`src/rtl/nci_pkg.sv`:
```
// Package of the NAND command-interface host controller.
// Assumes a 20 MHz hclk; all timing counts derive from that rate.
package nci_pkg;

  // ----------------------------------------------------------------
  // Clock and pin timing
  // ----------------------------------------------------------------
  localparam int CLK_PERIOD_NS = 50;
  localparam int T_WP_NS = 12;
  localparam int T_WH_NS = 10;
  localparam int T_RP_NS = 12;
  localparam int T_ADL_NS = 70;
  localparam int WP_CYC = (T_WP_NS + CLK_PERIOD_NS - 1) / CLK_PERIOD_NS;
  localparam int WH_CYC = (T_WH_NS + CLK_PERIOD_NS - 1) / CLK_PERIOD_NS;
  localparam int RP_CYC = (T_RP_NS + CLK_PERIOD_NS - 1) / CLK_PERIOD_NS;
  localparam int ADL_CYC = (T_ADL_NS + CLK_PERIOD_NS - 1) / CLK_PERIOD_NS;
  localparam logic [3:0] PH_LOW = 4'(WP_CYC);
  localparam logic [3:0] PH_HIGH = 4'(WH_CYC + 1);
  localparam logic [3:0] PH_ADL = 4'(ADL_CYC);

  // ----------------------------------------------------------------
  // Flash command codes
  // ----------------------------------------------------------------
  localparam logic [7:0] CMD_READ = 8'h00;
  localparam logic [7:0] CMD_ERASE_SETUP = 8'h60;
  localparam logic [7:0] CMD_ERASE_CONF = 8'hd0;
  localparam logic [7:0] CMD_READ_CB = 8'h35;
  localparam logic [7:0] CMD_CB_INPUT = 8'h85;
  localparam logic [7:0] CMD_PROG_CONF = 8'h10;
  localparam logic [7:0] CMD_STATUS = 8'h70;
  localparam logic [7:0] CMD_READ_ID = 8'h90;
  localparam logic [7:0] CMD_RESET = 8'hff;
  localparam int ID_BYTES = 5;
  localparam int ERASE_ADDR_CYC = 3;
  localparam int PLANE_BIT_POS = 20;
  localparam int STAT_READY_BIT = 6;
  localparam int STAT_FAIL_BIT = 0;
  localparam int STAT_P0_BIT = 1;
  localparam int STAT_P1_BIT = 2;

  // ----------------------------------------------------------------
  // Host register map (byte addresses, one word each)
  // ----------------------------------------------------------------
  localparam logic [7:0] REG_CTRL = 8'h00;
  localparam logic [7:0] REG_STATUS = 8'h04;
  localparam logic [7:0] REG_DATA = 8'h08;
  localparam logic [7:0] REG_ID_LO = 8'h0c;
  localparam logic [7:0] REG_ID_HI = 8'h10;
  localparam int CTRL_GO_BIT = 31;
  localparam int CTRL_OP_LSB = 24;
  localparam int CTRL_ADDR_W = 24;
  localparam int ST_BUSY_BIT = 8;
  localparam int ST_RB_BIT = 9;
  localparam int ST_DONE_BIT = 10;

  // Operations that software starts through the control register.
  typedef enum logic [3:0] {
    NCI_OP_RESET = 4'h0,
    NCI_OP_STATUS = 4'h1,
    NCI_OP_READ_ID = 4'h2,
    NCI_OP_ERASE1 = 4'h3,
    NCI_OP_ERASE2 = 4'h4,
    NCI_OP_CB_READ = 4'h5,
    NCI_OP_CB_READ2 = 4'h6,
    NCI_OP_CB_PROG = 4'h7,
    NCI_OP_CB_PROG2 = 4'h8,
    NCI_OP_DATA_IN = 4'h9,
    NCI_OP_DATA_OUT = 4'ha,
    NCI_OP_REREAD = 4'hb
  } nci_op_t;

endpackage : nci_pkg

```
`src/rtl/nci_pin_cycle.sv`:
```
// One flash bus cycle: command, address, write data or read data.
// Assumes pins are synchronous to hclk; the flash samples on rising we.
`timescale 1ns/1ps
`default_nettype none
module nci_pin_cycle
  import nci_pkg::*;
(
  // Clock and reset
  input wire logic hclk,
  input wire logic hresetn,
  input wire logic ce,
  // Request
  input wire logic start,
  input wire logic [1:0] kind,
  input wire logic [7:0] wbyte,
  // Answer
  output logic done,
  output logic [7:0] rbyte,
  // Flash pins
  output logic cle,
  output logic ale,
  output logic write_enable_n,
  output logic read_enable_n,
  output logic [7:0] io_out,
  output logic io_oe_n,
  input wire logic [7:0] io_in
);
  typedef struct packed {
    logic busy;
    logic [3:0] cnt;
    logic low;
    logic [1:0] kind;
    logic done;
    logic [7:0] rbyte;
    logic cle;
    logic ale;
    logic wen;
    logic ren;
    logic [7:0] io;
    logic oe_n;
  } nci_cyc_t;
  nci_cyc_t q, next_q;

  // Kind 0 command, 1 address, 2 write data, 3 read data.
  always_comb begin
    next_q = q;
    next_q.done = 1'b0;
    if (!q.busy && start) begin
      next_q.busy = 1'b1;
      next_q.low = 1'b1;
      next_q.kind = kind;
      next_q.cnt = PH_LOW;
      next_q.cle = (kind == 2'd0);
      next_q.ale = (kind == 2'd1);
      next_q.io = wbyte;
      next_q.oe_n = (kind == 2'd3);
      next_q.wen = (kind == 2'd3);
      next_q.ren = (kind != 2'd3);
    end else if (q.busy) begin
      if (q.cnt > 4'd1) begin
        next_q.cnt = q.cnt - 4'd1;
      end else if (q.low) begin
        next_q.low = 1'b0;
        next_q.cnt = PH_HIGH;
        next_q.wen = 1'b1;
        next_q.ren = 1'b1;
        if (q.kind == 2'd3) begin
          next_q.rbyte = io_in;
        end
      end else begin
        next_q.busy = 1'b0;
        next_q.done = 1'b1;
        next_q.cle = 1'b0;
        next_q.ale = 1'b0;
        next_q.oe_n = 1'b1;
      end
    end
  end

  always_ff @(posedge hclk or negedge hresetn) begin
    if (!hresetn) begin
      q <= '{busy: 1'b0, cnt: 4'h0, low: 1'b0, kind: 2'h0, done: 1'b0,
             rbyte: 8'h00, cle: 1'b0, ale: 1'b0, wen: 1'b1, ren: 1'b1,
             io: 8'h00, oe_n: 1'b1};
    end else if (ce) begin
      q <= next_q;
    end
  end

  assign done = q.done;
  assign rbyte = q.rbyte;
  assign cle = q.cle;
  assign ale = q.ale;
  assign write_enable_n = q.wen;
  assign read_enable_n = q.ren;
  assign io_out = q.io;
  assign io_oe_n = q.oe_n;
endmodule : nci_pin_cycle
`default_nettype wire

```
`src/rtl/nci_host.sv`:
```
// Host controller for a two-plane NAND flash command interface.
// Assumes one flash on the pins and AHB-Lite single word transfers.
// Operation
// Two-plane erase: setup, three address bytes, twice, then confirm.
// Second erase setup follows first address bytes without waiting busy.
// Two-plane erase progress watched through ready_busy_n or status reads.
// First two-plane address has plane bit low, second has it high.
// Read-for-copy-back code with source address loads whole page.
// Copy-back program: data-input code, destination, then program confirm.
// During copy-back program status read shows ready and pass bits.
// After copy-back program the device stays in status mode.
// Random data input code with new column allowed during copy-back.
// Single-plane copy-back only between pages of one plane.
// Two-plane read-for-copy-back loads each plane's page buffer; NCI_OP_CB_READ2 sends one address only, plane bit high.
// Per-plane data out and data in may alternate any number of times.
// After status code each read cycle returns the status byte.
// Status output follows internal status without toggling strobes.
// After status read mid random read, reissue the read code.
// Identification code plus zero address returns five bytes.
// Identification mode stays until another command is written.
// Reset code aborts random read, program or erase in progress.
// Reset clears command register and sets status to its reset value.
// Reset during an ongoing reset is ignored.
// After reset code ready_busy_n stays low for reset busy time.
// ready_busy_n idles high, low while busy, open drain.
// chip_enable_n may rise between data cycles without harm.
// During program or erase only status and reset are accepted; the host issues only reset while it waits on busy.
// Two-plane status: bit 0 overall, bit 1 plane 0, bit 2 plane 1.
// Command latched with cle, address with ale, on rising write enable.
//
// Our own choices: register access over AHB-Lite and the placing of the registers.
`timescale 1ns/1ps
`default_nettype none
module nci_host
  import nci_pkg::*;
(
  // Clock, reset, enable
  input wire logic hclk,
  input wire logic hresetn,
  input wire logic clk_en,
  // AHB-Lite slave
  input wire logic hsel,
  input wire logic [7:0] haddr,
  input wire logic [1:0] htrans,
  input wire logic hwrite,
  input wire logic [2:0] hsize,
  input wire logic hready,
  input wire logic [31:0] hwdata,
  output logic [31:0] hrdata,
  output logic hreadyout,
  output logic hresp,
  // Flash pins
  output logic chip_enable_n,
  output logic command_latch_enable,
  output logic address_latch_enable,
  output logic write_enable_n,
  output logic read_enable_n,
  output logic write_protect_n,
  output logic [7:0] io_out,
  output logic io_oe_n,
  input wire logic [7:0] io_in,
  input wire logic ready_busy_out_n
);
  // ----------------------------------------------------------------
  // Sequencer state
  // ----------------------------------------------------------------
  typedef enum logic [2:0] {
    NCI_IDLE = 3'b000,
    NCI_ISSUE = 3'b001,
    NCI_WAIT = 3'b011,
    NCI_RBWAIT = 3'b010
  } nci_state_t;

  typedef struct packed {
    nci_state_t st;
    logic [3:0] step;
    logic [3:0] op;
    logic [23:0] addr;
    logic [7:0] wdata;
    logic [7:0] rdata;
    logic [7:0] status;
    logic [39:0] id;
    logic done;
    logic cen;
    logic req;
    logic [1:0] kind;
    logic [7:0] byte_out;
    logic pend_wr;
    logic [7:0] pend_addr;
    logic [31:0] hrdata;
    logic wait_rb;
  } nci_host_t;
  nci_host_t q, next_q;

  logic cyc_done;
  logic [7:0] cyc_rbyte;

  nci_pin_cycle u_cycle (
    .hclk(hclk),
    .hresetn(hresetn),
    .ce(clk_en),
    .start(q.req),
    .kind(q.kind),
    .wbyte(q.byte_out),
    .done(cyc_done),
    .rbyte(cyc_rbyte),
    .cle(command_latch_enable),
    .ale(address_latch_enable),
    .write_enable_n(write_enable_n),
    .read_enable_n(read_enable_n),
    .io_out(io_out),
    .io_oe_n(io_oe_n),
    .io_in(io_in)
  );

  // Script of one operation: returns {last, wait_rb, kind, byte} for a step.
  // Address bytes of erase are the row address, LSB first; bit 20 of the
  // full address is bit 4 of row byte 0 once the two column bytes drop.
  function automatic logic [11:0] nci_script(input logic [3:0] op,
                                             input logic [3:0] step,
                                             input logic [23:0] a,
                                             input logic [7:0] wd);
    logic [7:0] r0;
    logic [7:0] r0b;
    r0 = a[7:0];
    r0b = a[7:0];
    nci_script = 12'h000;
    r0[PLANE_BIT_POS - 16] = 1'b0;
    r0b[PLANE_BIT_POS - 16] = 1'b1;
    case (op)
      NCI_OP_RESET: nci_script = {2'b11, 2'd0, CMD_RESET};
      NCI_OP_STATUS: begin
        case (step)
          4'd0: nci_script = {2'b00, 2'd0, CMD_STATUS};
          default: nci_script = {2'b10, 2'd3, 8'h00};
        endcase
      end
      NCI_OP_READ_ID: begin
        case (step)
          4'd0: nci_script = {2'b00, 2'd0, CMD_READ_ID};
          4'd1: nci_script = {2'b00, 2'd1, 8'h00};
          4'(ID_BYTES + 1): nci_script = {2'b10, 2'd3, 8'h00};
          default: nci_script = {2'b00, 2'd3, 8'h00};
        endcase
      end
      NCI_OP_ERASE1, NCI_OP_ERASE2: begin
        // Both setups go out back to back with no busy wait between. R2
        case (step)
          4'd0: nci_script = {2'b00, 2'd0, CMD_ERASE_SETUP};
          4'd1: nci_script = {2'b00, 2'd1,
                              op == NCI_OP_ERASE2 ? r0 : a[7:0]};
          4'd2: nci_script = {2'b00, 2'd1, a[15:8]};
          4'd3: nci_script = {2'b00, 2'd1, a[23:16]};
          4'd4: nci_script = op == NCI_OP_ERASE2 ?
                  {2'b00, 2'd0, CMD_ERASE_SETUP} :
                  {2'b11, 2'd0, CMD_ERASE_CONF};
          4'd5: nci_script = {2'b00, 2'd1, r0b};
          4'd6: nci_script = {2'b00, 2'd1, a[15:8]};
          4'd7: nci_script = {2'b00, 2'd1, a[23:16]};
          default: nci_script = {2'b11, 2'd0, CMD_ERASE_CONF};
        endcase
      end
      NCI_OP_CB_READ, NCI_OP_CB_READ2, NCI_OP_CB_PROG, NCI_OP_CB_PROG2,
      NCI_OP_REREAD: begin
        case (step)
          4'd0: nci_script = {2'b00, 2'd0,
                  (op == NCI_OP_CB_PROG || op == NCI_OP_CB_PROG2) ?
                  CMD_CB_INPUT : CMD_READ};
          4'd1, 4'd2: nci_script = {2'b00, 2'd1, 8'h00};
          4'd3: nci_script = {2'b00, 2'd1,
                  op == NCI_OP_CB_READ2 || op == NCI_OP_CB_PROG2 ? r0b : r0};
          4'd4: nci_script = {2'b00, 2'd1, a[15:8]};
          4'd5: nci_script = {op == NCI_OP_REREAD, 1'b0, 2'd1, a[23:16]};
          default: nci_script = (op == NCI_OP_CB_PROG ||
                                 op == NCI_OP_CB_PROG2) ?
                  {2'b11, 2'd0, CMD_PROG_CONF} :
                  {2'b11, 2'd0, CMD_READ_CB};
        endcase
      end
      NCI_OP_DATA_IN: begin
        // Random data input modifies copied bytes before programming. R9 R12
        case (step)
          4'd0: nci_script = {2'b00, 2'd0, CMD_CB_INPUT};
          4'd1: nci_script = {2'b00, 2'd1, a[7:0]};
          4'd2: nci_script = {2'b00, 2'd1, a[15:8]};
          default: nci_script = {2'b10, 2'd2, wd};
        endcase
      end
      default: nci_script = {2'b10, 2'd3, 8'h00};
    endcase
  endfunction

  // ----------------------------------------------------------------
  // Bus slave and sequencer
  // ----------------------------------------------------------------
  logic [11:0] scr;
  logic bus_go;
  always_comb begin
    next_q = q;
    next_q.done = 1'b0;
    next_q.req = 1'b0;
    bus_go = hsel && hready && htrans[1] && hsize == 3'h2;
    scr = nci_script(q.op, q.step, q.addr, q.wdata);
    if (q.pend_wr && q.pend_addr == REG_CTRL && hwdata[CTRL_GO_BIT] &&
        (q.st == NCI_IDLE || (q.st == NCI_RBWAIT &&
        hwdata[CTRL_OP_LSB +: 4] == NCI_OP_RESET))) begin
      // A reset may be issued over a busy flash; others wait for idle.
      // Only the busy wait takes it, so no pin cycle is cut short. R24
      next_q.op = hwdata[CTRL_OP_LSB +: 4];
      next_q.addr = hwdata[CTRL_ADDR_W - 1:0];
      next_q.step = 4'd0;
      next_q.st = NCI_ISSUE;
      next_q.cen = 1'b0;
    end else if (q.pend_wr && q.pend_addr == REG_DATA) begin
      next_q.wdata = hwdata[7:0];
    end
    next_q.pend_wr = bus_go && hwrite;
    next_q.pend_addr = haddr;
    if (bus_go && !hwrite) begin
      case (haddr)
        REG_STATUS: next_q.hrdata = {21'h0, q.done, ~ready_busy_out_n,
                                     q.st != NCI_IDLE, q.status};
        REG_DATA: next_q.hrdata = {24'h0, q.rdata};
        REG_ID_LO: next_q.hrdata = q.id[31:0];
        REG_ID_HI: next_q.hrdata = {24'h0, q.id[39:32]};
        REG_CTRL: next_q.hrdata = {4'h0, q.op, q.addr};
        default: next_q.hrdata = 32'h0;
      endcase
    end
    case (q.st)
      NCI_ISSUE: begin
        next_q.req = 1'b1;
        next_q.kind = scr[9:8];
        next_q.byte_out = scr[7:0];
        next_q.wait_rb = scr[10];
        next_q.st = NCI_WAIT;
      end
      NCI_WAIT: begin
        if (cyc_done) begin
          if (q.kind == 2'd3) begin
            next_q.rdata = cyc_rbyte;
            // Status byte is re-read each poll, after the status code is written again.
            if (q.op == NCI_OP_STATUS) begin
              next_q.status = cyc_rbyte;
            end
            if (q.op == NCI_OP_READ_ID) begin
              next_q.id = {cyc_rbyte, q.id[39:8]};
            end
          end
          next_q.step = q.step + 4'd1;
          if (scr[11]) begin
            next_q.st = q.wait_rb ? NCI_RBWAIT : NCI_IDLE;
            next_q.done = !q.wait_rb;
          end else begin
            next_q.st = NCI_ISSUE;
          end
        end
      end
      NCI_RBWAIT: begin
        // The flash may not pull busy at once; wait for low then high.
        if (!ready_busy_out_n) begin
          next_q.wait_rb = 1'b0;
        end else if (!q.wait_rb && next_q.st == NCI_RBWAIT) begin
          next_q.st = NCI_IDLE;
          next_q.done = 1'b1;
        end
      end
      NCI_IDLE: next_q.cen = (next_q.st == NCI_IDLE);
      default: next_q.st = NCI_IDLE;
    endcase
  end

  always_ff @(posedge hclk or negedge hresetn) begin
    if (!hresetn) begin
      q <= '0;
      q.cen <= 1'b1;
    end else if (clk_en) begin
      q <= next_q;
    end
  end

  // The sequencer leaves busy-wait for idle only once ready has returned high.
  a_rbwait_hold: assert property (
    @(posedge hclk) disable iff (!hresetn)
    q.st == NCI_RBWAIT && !ready_busy_out_n && clk_en |=> q.st != NCI_IDLE)
    else $error("busy wait left while flash busy");
  a_issue_one: assert property (
    @(posedge hclk) disable iff (!hresetn)
    q.st == NCI_ISSUE && clk_en |=> q.st == NCI_WAIT && q.req)
    else $error("issue step did not request a cycle");
  a_ce_idle: assert property (
    @(posedge hclk) disable iff (!hresetn)
    q.st == NCI_IDLE && $past(q.st) == NCI_IDLE && $past(clk_en)
    |-> chip_enable_n)
    else $error("chip enable low while idle");
  a_latch_excl: assert property (
    @(posedge hclk) disable iff (!hresetn)
    !(command_latch_enable && address_latch_enable))
    else $error("command and address latch both high");
  a_strobe_ce: assert property (
    @(posedge hclk) disable iff (!hresetn)
    !write_enable_n || !read_enable_n |-> !chip_enable_n)
    else $error("strobe low while chip enable high");
  a_reset_take: assert property (
    @(posedge hclk) disable iff (!hresetn)
    q.st == NCI_RBWAIT && q.pend_wr && q.pend_addr == REG_CTRL &&
    hwdata[CTRL_GO_BIT] && hwdata[CTRL_OP_LSB +: 4] == NCI_OP_RESET &&
    clk_en |=> q.st == NCI_ISSUE && q.op == NCI_OP_RESET)
    else $error("reset refused during busy wait");

  assign chip_enable_n = q.cen;
  assign write_protect_n = 1'b1;
  assign hrdata = q.hrdata;
  assign hreadyout = 1'b1;
  assign hresp = 1'b0;
endmodule : nci_host
`default_nettype wire

```
`config.mk`:
```
export PLATFORM = sky130hd
export DESIGN_NAME = nci_host
export DESIGN_NICKNAME = d
export VERILOG_FILES = /design/src/rtl/nci_pkg.sv /design/src/rtl/nci_pin_cycle.sv /design/src/rtl/nci_host.sv
export SDC_FILE = /design/constraint.sdc
export NUM_CORES = 1
export LEC_CHECK = 0
export BUFFER_PORTS_ARGS = -buffer_cell sky130_fd_sc_hd__buf_4
export CAP_MARGIN = 15
export CORE_MARGIN = 2
export CORE_UTILIZATION = 40
export CTS_CLUSTER_SIZE = 14
export DETAILED_ROUTE_END_ITERATION = 10
export PLACE_DENSITY = 0.69
export SYNTH_ARGS = -nofsm -noshare
export SYNTH_HDL_FRONTEND = slang
export SYNTH_SLANG_ARGS = --single-unit
```
`constraint.sdc`:
```
create_clock -name hclk -period 2.7 [get_ports hclk]
set_input_delay 0.54 -clock hclk [delete_from_list [all_inputs] [get_ports hclk]]
set_output_delay 0.54 -clock hclk [all_outputs]
set_load 0.01 [all_outputs]
```
Word-level counts from Yosys, hierarchy flattened
Cells that the tools add are included.
{"block": "totals", "memories": 0, "elab_cells": 172, "output_inout_bits": 49, "ramBits": 0, "romBits": 0, "reg_bits": 184, "latch_bits": 0}
{"block": "op_classes", "div": 0, "eq_ne": 34, "n_mux": 50, "n_shift": 0, "addsub": 2, "magnitude_cmp": 1, "n_mul": 0, "bitwise_logic": 4, "reduce_logical": 52}
{"op": "$pmux 32 s5", "n": 1}
{"op": "$pmux 12 s6", "n": 2}
{"op": "$pmux 12 s3", "n": 2}
{"op": "$pmux 12 s5", "n": 1}
{"op": "$mux 35", "n": 1}
{"op": "$eq 4x3->1 const B", "n": 8}
{"op": "$mux 13", "n": 2}
{"op": "$eq 8x4->1 const B", "n": 3}
{"op": "$mux 12", "n": 2}
{"op": "$mux 8", "n": 3}
{"op": "$mux 6", "n": 3}
{"op": "$eq 4x2->1 const B", "n": 4}
{"op": "$logic_not 8->1", "n": 2}
{"op": "$mux 1", "n": 15}
{"op": "$mux 5", "n": 3}
{"op": "$eq 3x2->1 const B", "n": 4}
{"op": "$eq 4x4->1 const B", "n": 3}
{"op": "$logic_and 1x1->1", "n": 12}
{"op": "$logic_not 4->1", "n": 3}
{"op": "$mux 4", "n": 3}
{"op": "$pmux 3 s4", "n": 1}
{"op": "$reduce_and 3->1", "n": 4}
{"op": "$reduce_and 4->1", "n": 3}
{"op": "$mux 11", "n": 1}
{"op": "28 further kinds", "n": 57}

Depth between registers and ports, before layout
{"block": "logic_depth", "ltp_word": 10, "depth_mapped": 9}

Cells and area by module
From an unflattened synthesis, not the netlist that was laid out.
{"block": "hier_totals", "hier_cells": 909, "area_unflattened_um2": 9331.4}
{"module": "nci_host", "cells_per_inst": 783, "seq_area_each_um2": 3854.9, "n_inst": 1, "area_each_um2": 7851.3}
{"module": "nci_pin_cycle", "cells_per_inst": 126, "seq_area_each_um2": 754.5, "n_inst": 1, "area_each_um2": 1480.2}

Least setup slack after synthesis
No wires, ideal clock.
{"block": "synth_path", "kind": "input to register", "from": "in clk_en", "to": "reg q[49] in the netlist's numbering", "cell_stages": 6, "path_buffers": 1, "setup_slack_ns": 0.576, "arrival_time_ns": 1.998, "path_cell_list": "buf_2 > inv_2 > or4b_4 > a21o_1 > a211o_1 > o32a_1"}
{"block": "synth_between", "elab_chain_len": 1}
{"item": "start, declared", "line_no": "nci_host.sv:40", "text": "input wire logic clk_en,"}
{"item": "$reduce_and 2->1 (no source line)"}
{"item": "end signal, assigned", "line_no": "nci_host.sv:278", "text": "q <= next_q;"}
{"item": "end, declared", "line_no": "nci_host.sv:93", "text": "nci_host_t q, next_q;"}
No other way between the ends.
A chain may end at the register's enable or synchronous reset.

Worst setup path in the final report
{"block": "layout_path", "from": "reg q[147] in the netlist's numbering", "to": "reg q[152] in the netlist's numbering"}
{"block": "layout_between", "elab_chain_len": 7, "elab_cells_between_ends": 20}
{"item": "$eq 4x2->1, or another cell as far along", "line_no": "nci_host.sv:148, nci_host.sv:165"}
{"item": "$reduce_or 2->1, on equally long branches"}
{"item": "$pmux 12 s6 or $pmux 12 s5 (tied branches)", "line_no": "nci_host.sv:148, nci_host.sv:165"}
{"item": "$pmux 12 s6 *", "line_no": "nci_host.sv:130", "text": "case (op)"}
{"item": "$mux 2 *", "line_no": "nci_host.sv:251", "text": "if (scr[11]) begin"}
{"item": "$mux 7 *", "line_no": "nci_host.sv:239", "text": "if (cyc_done) begin"}
{"item": "$pmux 3 s4 *", "line_no": "nci_host.sv:230", "text": "case (q.st)"}
Mark *: on every way between the ends. The rest lies on a longest branch, timed or not.

==> results_dict.tcl <==
set metrics [dict create \
    syn_avg_cell_area_um2 10.9 \
    grt_max_degree 77 \
    ir_worst_vdd_uv 295 \
    die_h_um 156 \
    dpl-instance-area_mm2 0.0101 \
    fin_nets 972 \
    synth-edff-count 0 \
    max_slew_margin_pct 42.9 \
    die_w_um 156 \
    io_buffers 101 \
    layout_min_cycle_time_ns 2.46 \
    yosys.cell_types.count 73 \
    yosys.area.top_type "dfrtp_1" \
    timing.fmax_mhz 406 \
    drcViolationCount 0 \
    stdcell_area_mm2 0.0107 \
    rows 55 \
    leakage_nw 5.04 \
    finalWorstSetupSlack_ns 0.240 \
    clkLatencyLatePin_ns 0.44 \
    track_usage_pct 20.8 \
    yosysMostFrequentCell "dfrtp_1" \
    cts_max_path_buffers 2 \
    synth_warnings 0 \
    drv_slew 0 \
    worstMarginPinSlew_ns 0.854 \
    clkSinkCount 184 \
    place.gp.congestion 0.925 \
    period_share_pct 91.1 \
    worstPathArrival_ns 2.80 \
    crit_fanout 9 \
    dp_hpwl_mm 17.7 \
    cts_max_level 4 \
    synth_common_cells "180 x dfrtp_1, 121 x mux2_2, 63 x nand2_1" \
    drt_pass1_iterations 5 \
    pre_cts_ws_ns 0.246 \
    avgViaCountPerCell 5.83 \
    fin_worst_skew_ns 0.0143 \
    dominantRegCellSynth "dfrtp_1" \
    tritoncts "built" \
    cp.required_ns 3.04 \
    path_class "flop to flop" \
    cts-root-buf "clkbuf_16" \
    start_kind "flop" \
    area_delta_synth_final_pct 16.8 \
    synth_top_area_share_pct 49.0 \
    first_global_vias 6723 \
    grt_pass1_wl_mm 38.7 \
    dr_total_vias 7015 \
    coreArea_mm2 0.0226 \
    cap_violations 0 \
    rsz0062_at_grt "no" \
    synth_area_leaders "dfrtp_1 49%, mux2_2 15%, buf_4 3.8%" \
    hold_class "input port to asynchronous set/reset pin" \
    yosysSeqAreaShare_pct 50.1 \
    utilization_pct 47.6 \
    num_antenna_cells 0 \
    final_hold_viol_count 0 \
    whs_ns 0.0240 \
    dieArea_mm2 0.0242 \
    netlist_area_mm2 0.00919 \
    antenna_found_initial 0 \
    final_antenna_net_count 0 \
    drive_above_1_share_pct 34.2 \
    post-cts-setup-buffers 0 \
    synth-seq-cells 184 \
    numCtsBuffers 17 \
    finalSetupTns_ns 0 \
    cp-end-kind "flop" \
    outcome "completed" \
    start_util_pct 40.7 \
    async_flop_share_pct 100 \
    grt_overflow 0 \
    wl_mm 24.6 \
    drt_iter0_drc 677 \
    fillers 2057 \
    cellPowerDensity_mw_per_mm2 568 \
    syn-instance-count 841 \
    wl_per_cell_um 20.4 \
    clk_pin_slew_ns 0.07 \
    setup_viol 0 \
    boundaryPins 109 \
]
-- critical path: stages (launching register included) --
cell and delay, ns:
dfrtp_1 0.41, inv_1 0.12, ha_1 0.42, or3b_1 0.53
nand3_1 0.16, o211a_1 0.18, o2111ai_1 0.23, a31o_2 0.31
-- power breakdown --
part           total [mW]  switching [mW]  internal (mW)
registers            2.96          0.0834           2.87
logic               0.609           0.331          0.278
clock network        2.53            1.19           1.34
-- stage by stage --
step / std cells / total power [mW]
finish: 1204 / 6.10
CTS: 1204 / 6.15
detailed placement: 1172 / 3.62
floorplan: 842 / 3.34
global placement: 1172 / 3.61
global route: 1204 / 6.35
-- sequential cells by signal (all words and copies together), names as in the netlist --
name                    count
u_cycle.done                1
u_cycle.ale                 1
u_cycle.cle                 1
u_cycle.write_enable_n      1
u_cycle.io_oe_n             1
u_cycle.rbyte               8
u_cycle.q                   8
hrdata                     32
q                         121
u_cycle.read_enable_n       1
chip_enable_n               1
u_cycle.io_out              8
-- layout make-up --
cell class	count	area [um^2]	area share [%]
Sequential cell	184	4610	42.9
Multi-Input combinational cell	549	3990	37.1
Timing Repair Buffer	140	1130	10.5
Clock buffer	18	439	4.09
Tap cell	285	357	3.32
Clock inverter	14	163	1.51
Inverter	14	52.6	0.489
-- logic make-up (layout without fill, tap and decap cells) --
logic type / Yosys count / in the layout / synth area share [%]
compound gates: 198 / 198 / 14.5
fa+ha+maj: 7 / 7 / 0.926
simple gates: 217 / 217 / 12.6
mux: 122 / 122 / 14.9
other cells: 2 / 3 / 0.0817
xor+xnor: 2 / 2 / 0.191
flops: 184 / 184 / 50.1
buf+inv: 109 / 186 / 6.57
-- worst paths after layout --
path / start / endpoint / slack (ns) / cells after the start
max: q[147] / q[152] / 0.24 / 7
min: hresetn / hrdata[27] / 0.02 / 1
max reg2reg: q[147] / q[152] / 0.24 / 7
min reg2reg: hrdata[21] / hrdata[21] / 0.48 / 2
max in group asynchronous: hresetn / u_cycle.write_enable_n / 1.90 / 2
min in group hclk: io_in[7] / u_cycle.rbyte[7] / 0.33 / 2
-- timing repair --
action,CTS,global route
gates resized for setup,0,1
hold endpoints to repair,0,0
endpoints found under the setup margin,0,1
hold buffers,0,0
-- cells in the final DEF (no fill, tap or decap), types with 4 or more instances in the layout --
cell type  netlist  routed
ha_1             6       6
a221oi_1         9       9
nor4_1           8       8
a32o_1           4       4
a31oi_1         15      15
nand3_1         14      14
buf_12           0       6
buf_4           46     133
nor3b_1          4       4
o21ai_0         49      49
nor2_1          45      45
nor2b_1          5       5
or2_2            4       4
a22oi_1         35      35
nor3_1          23      23
mux2_2         121     121
clkbuf_16        0      17
nor4b_1          5       4
and3_1          10      10
a22o_1          15      15
o21a_1           4       4
dfstp_2          4       4
dfrtp_1        180     180
nand2b_1         7       7
nand2_1         63      63
a21oi_1         32      32
inv_1           12      12
clkinv_4         0       4
a21o_1           4       4
-- layer usage --
layer	track usage (%)	vias to the layer above	wire length (um)
met4	8.04	0	735
met1	31.2	3513	11700
met3	3.94	52	1530
met2	29.6	278	10600
met5	0	-	0
li1	-	3172	-
Power figures use the tool's default switching activity.
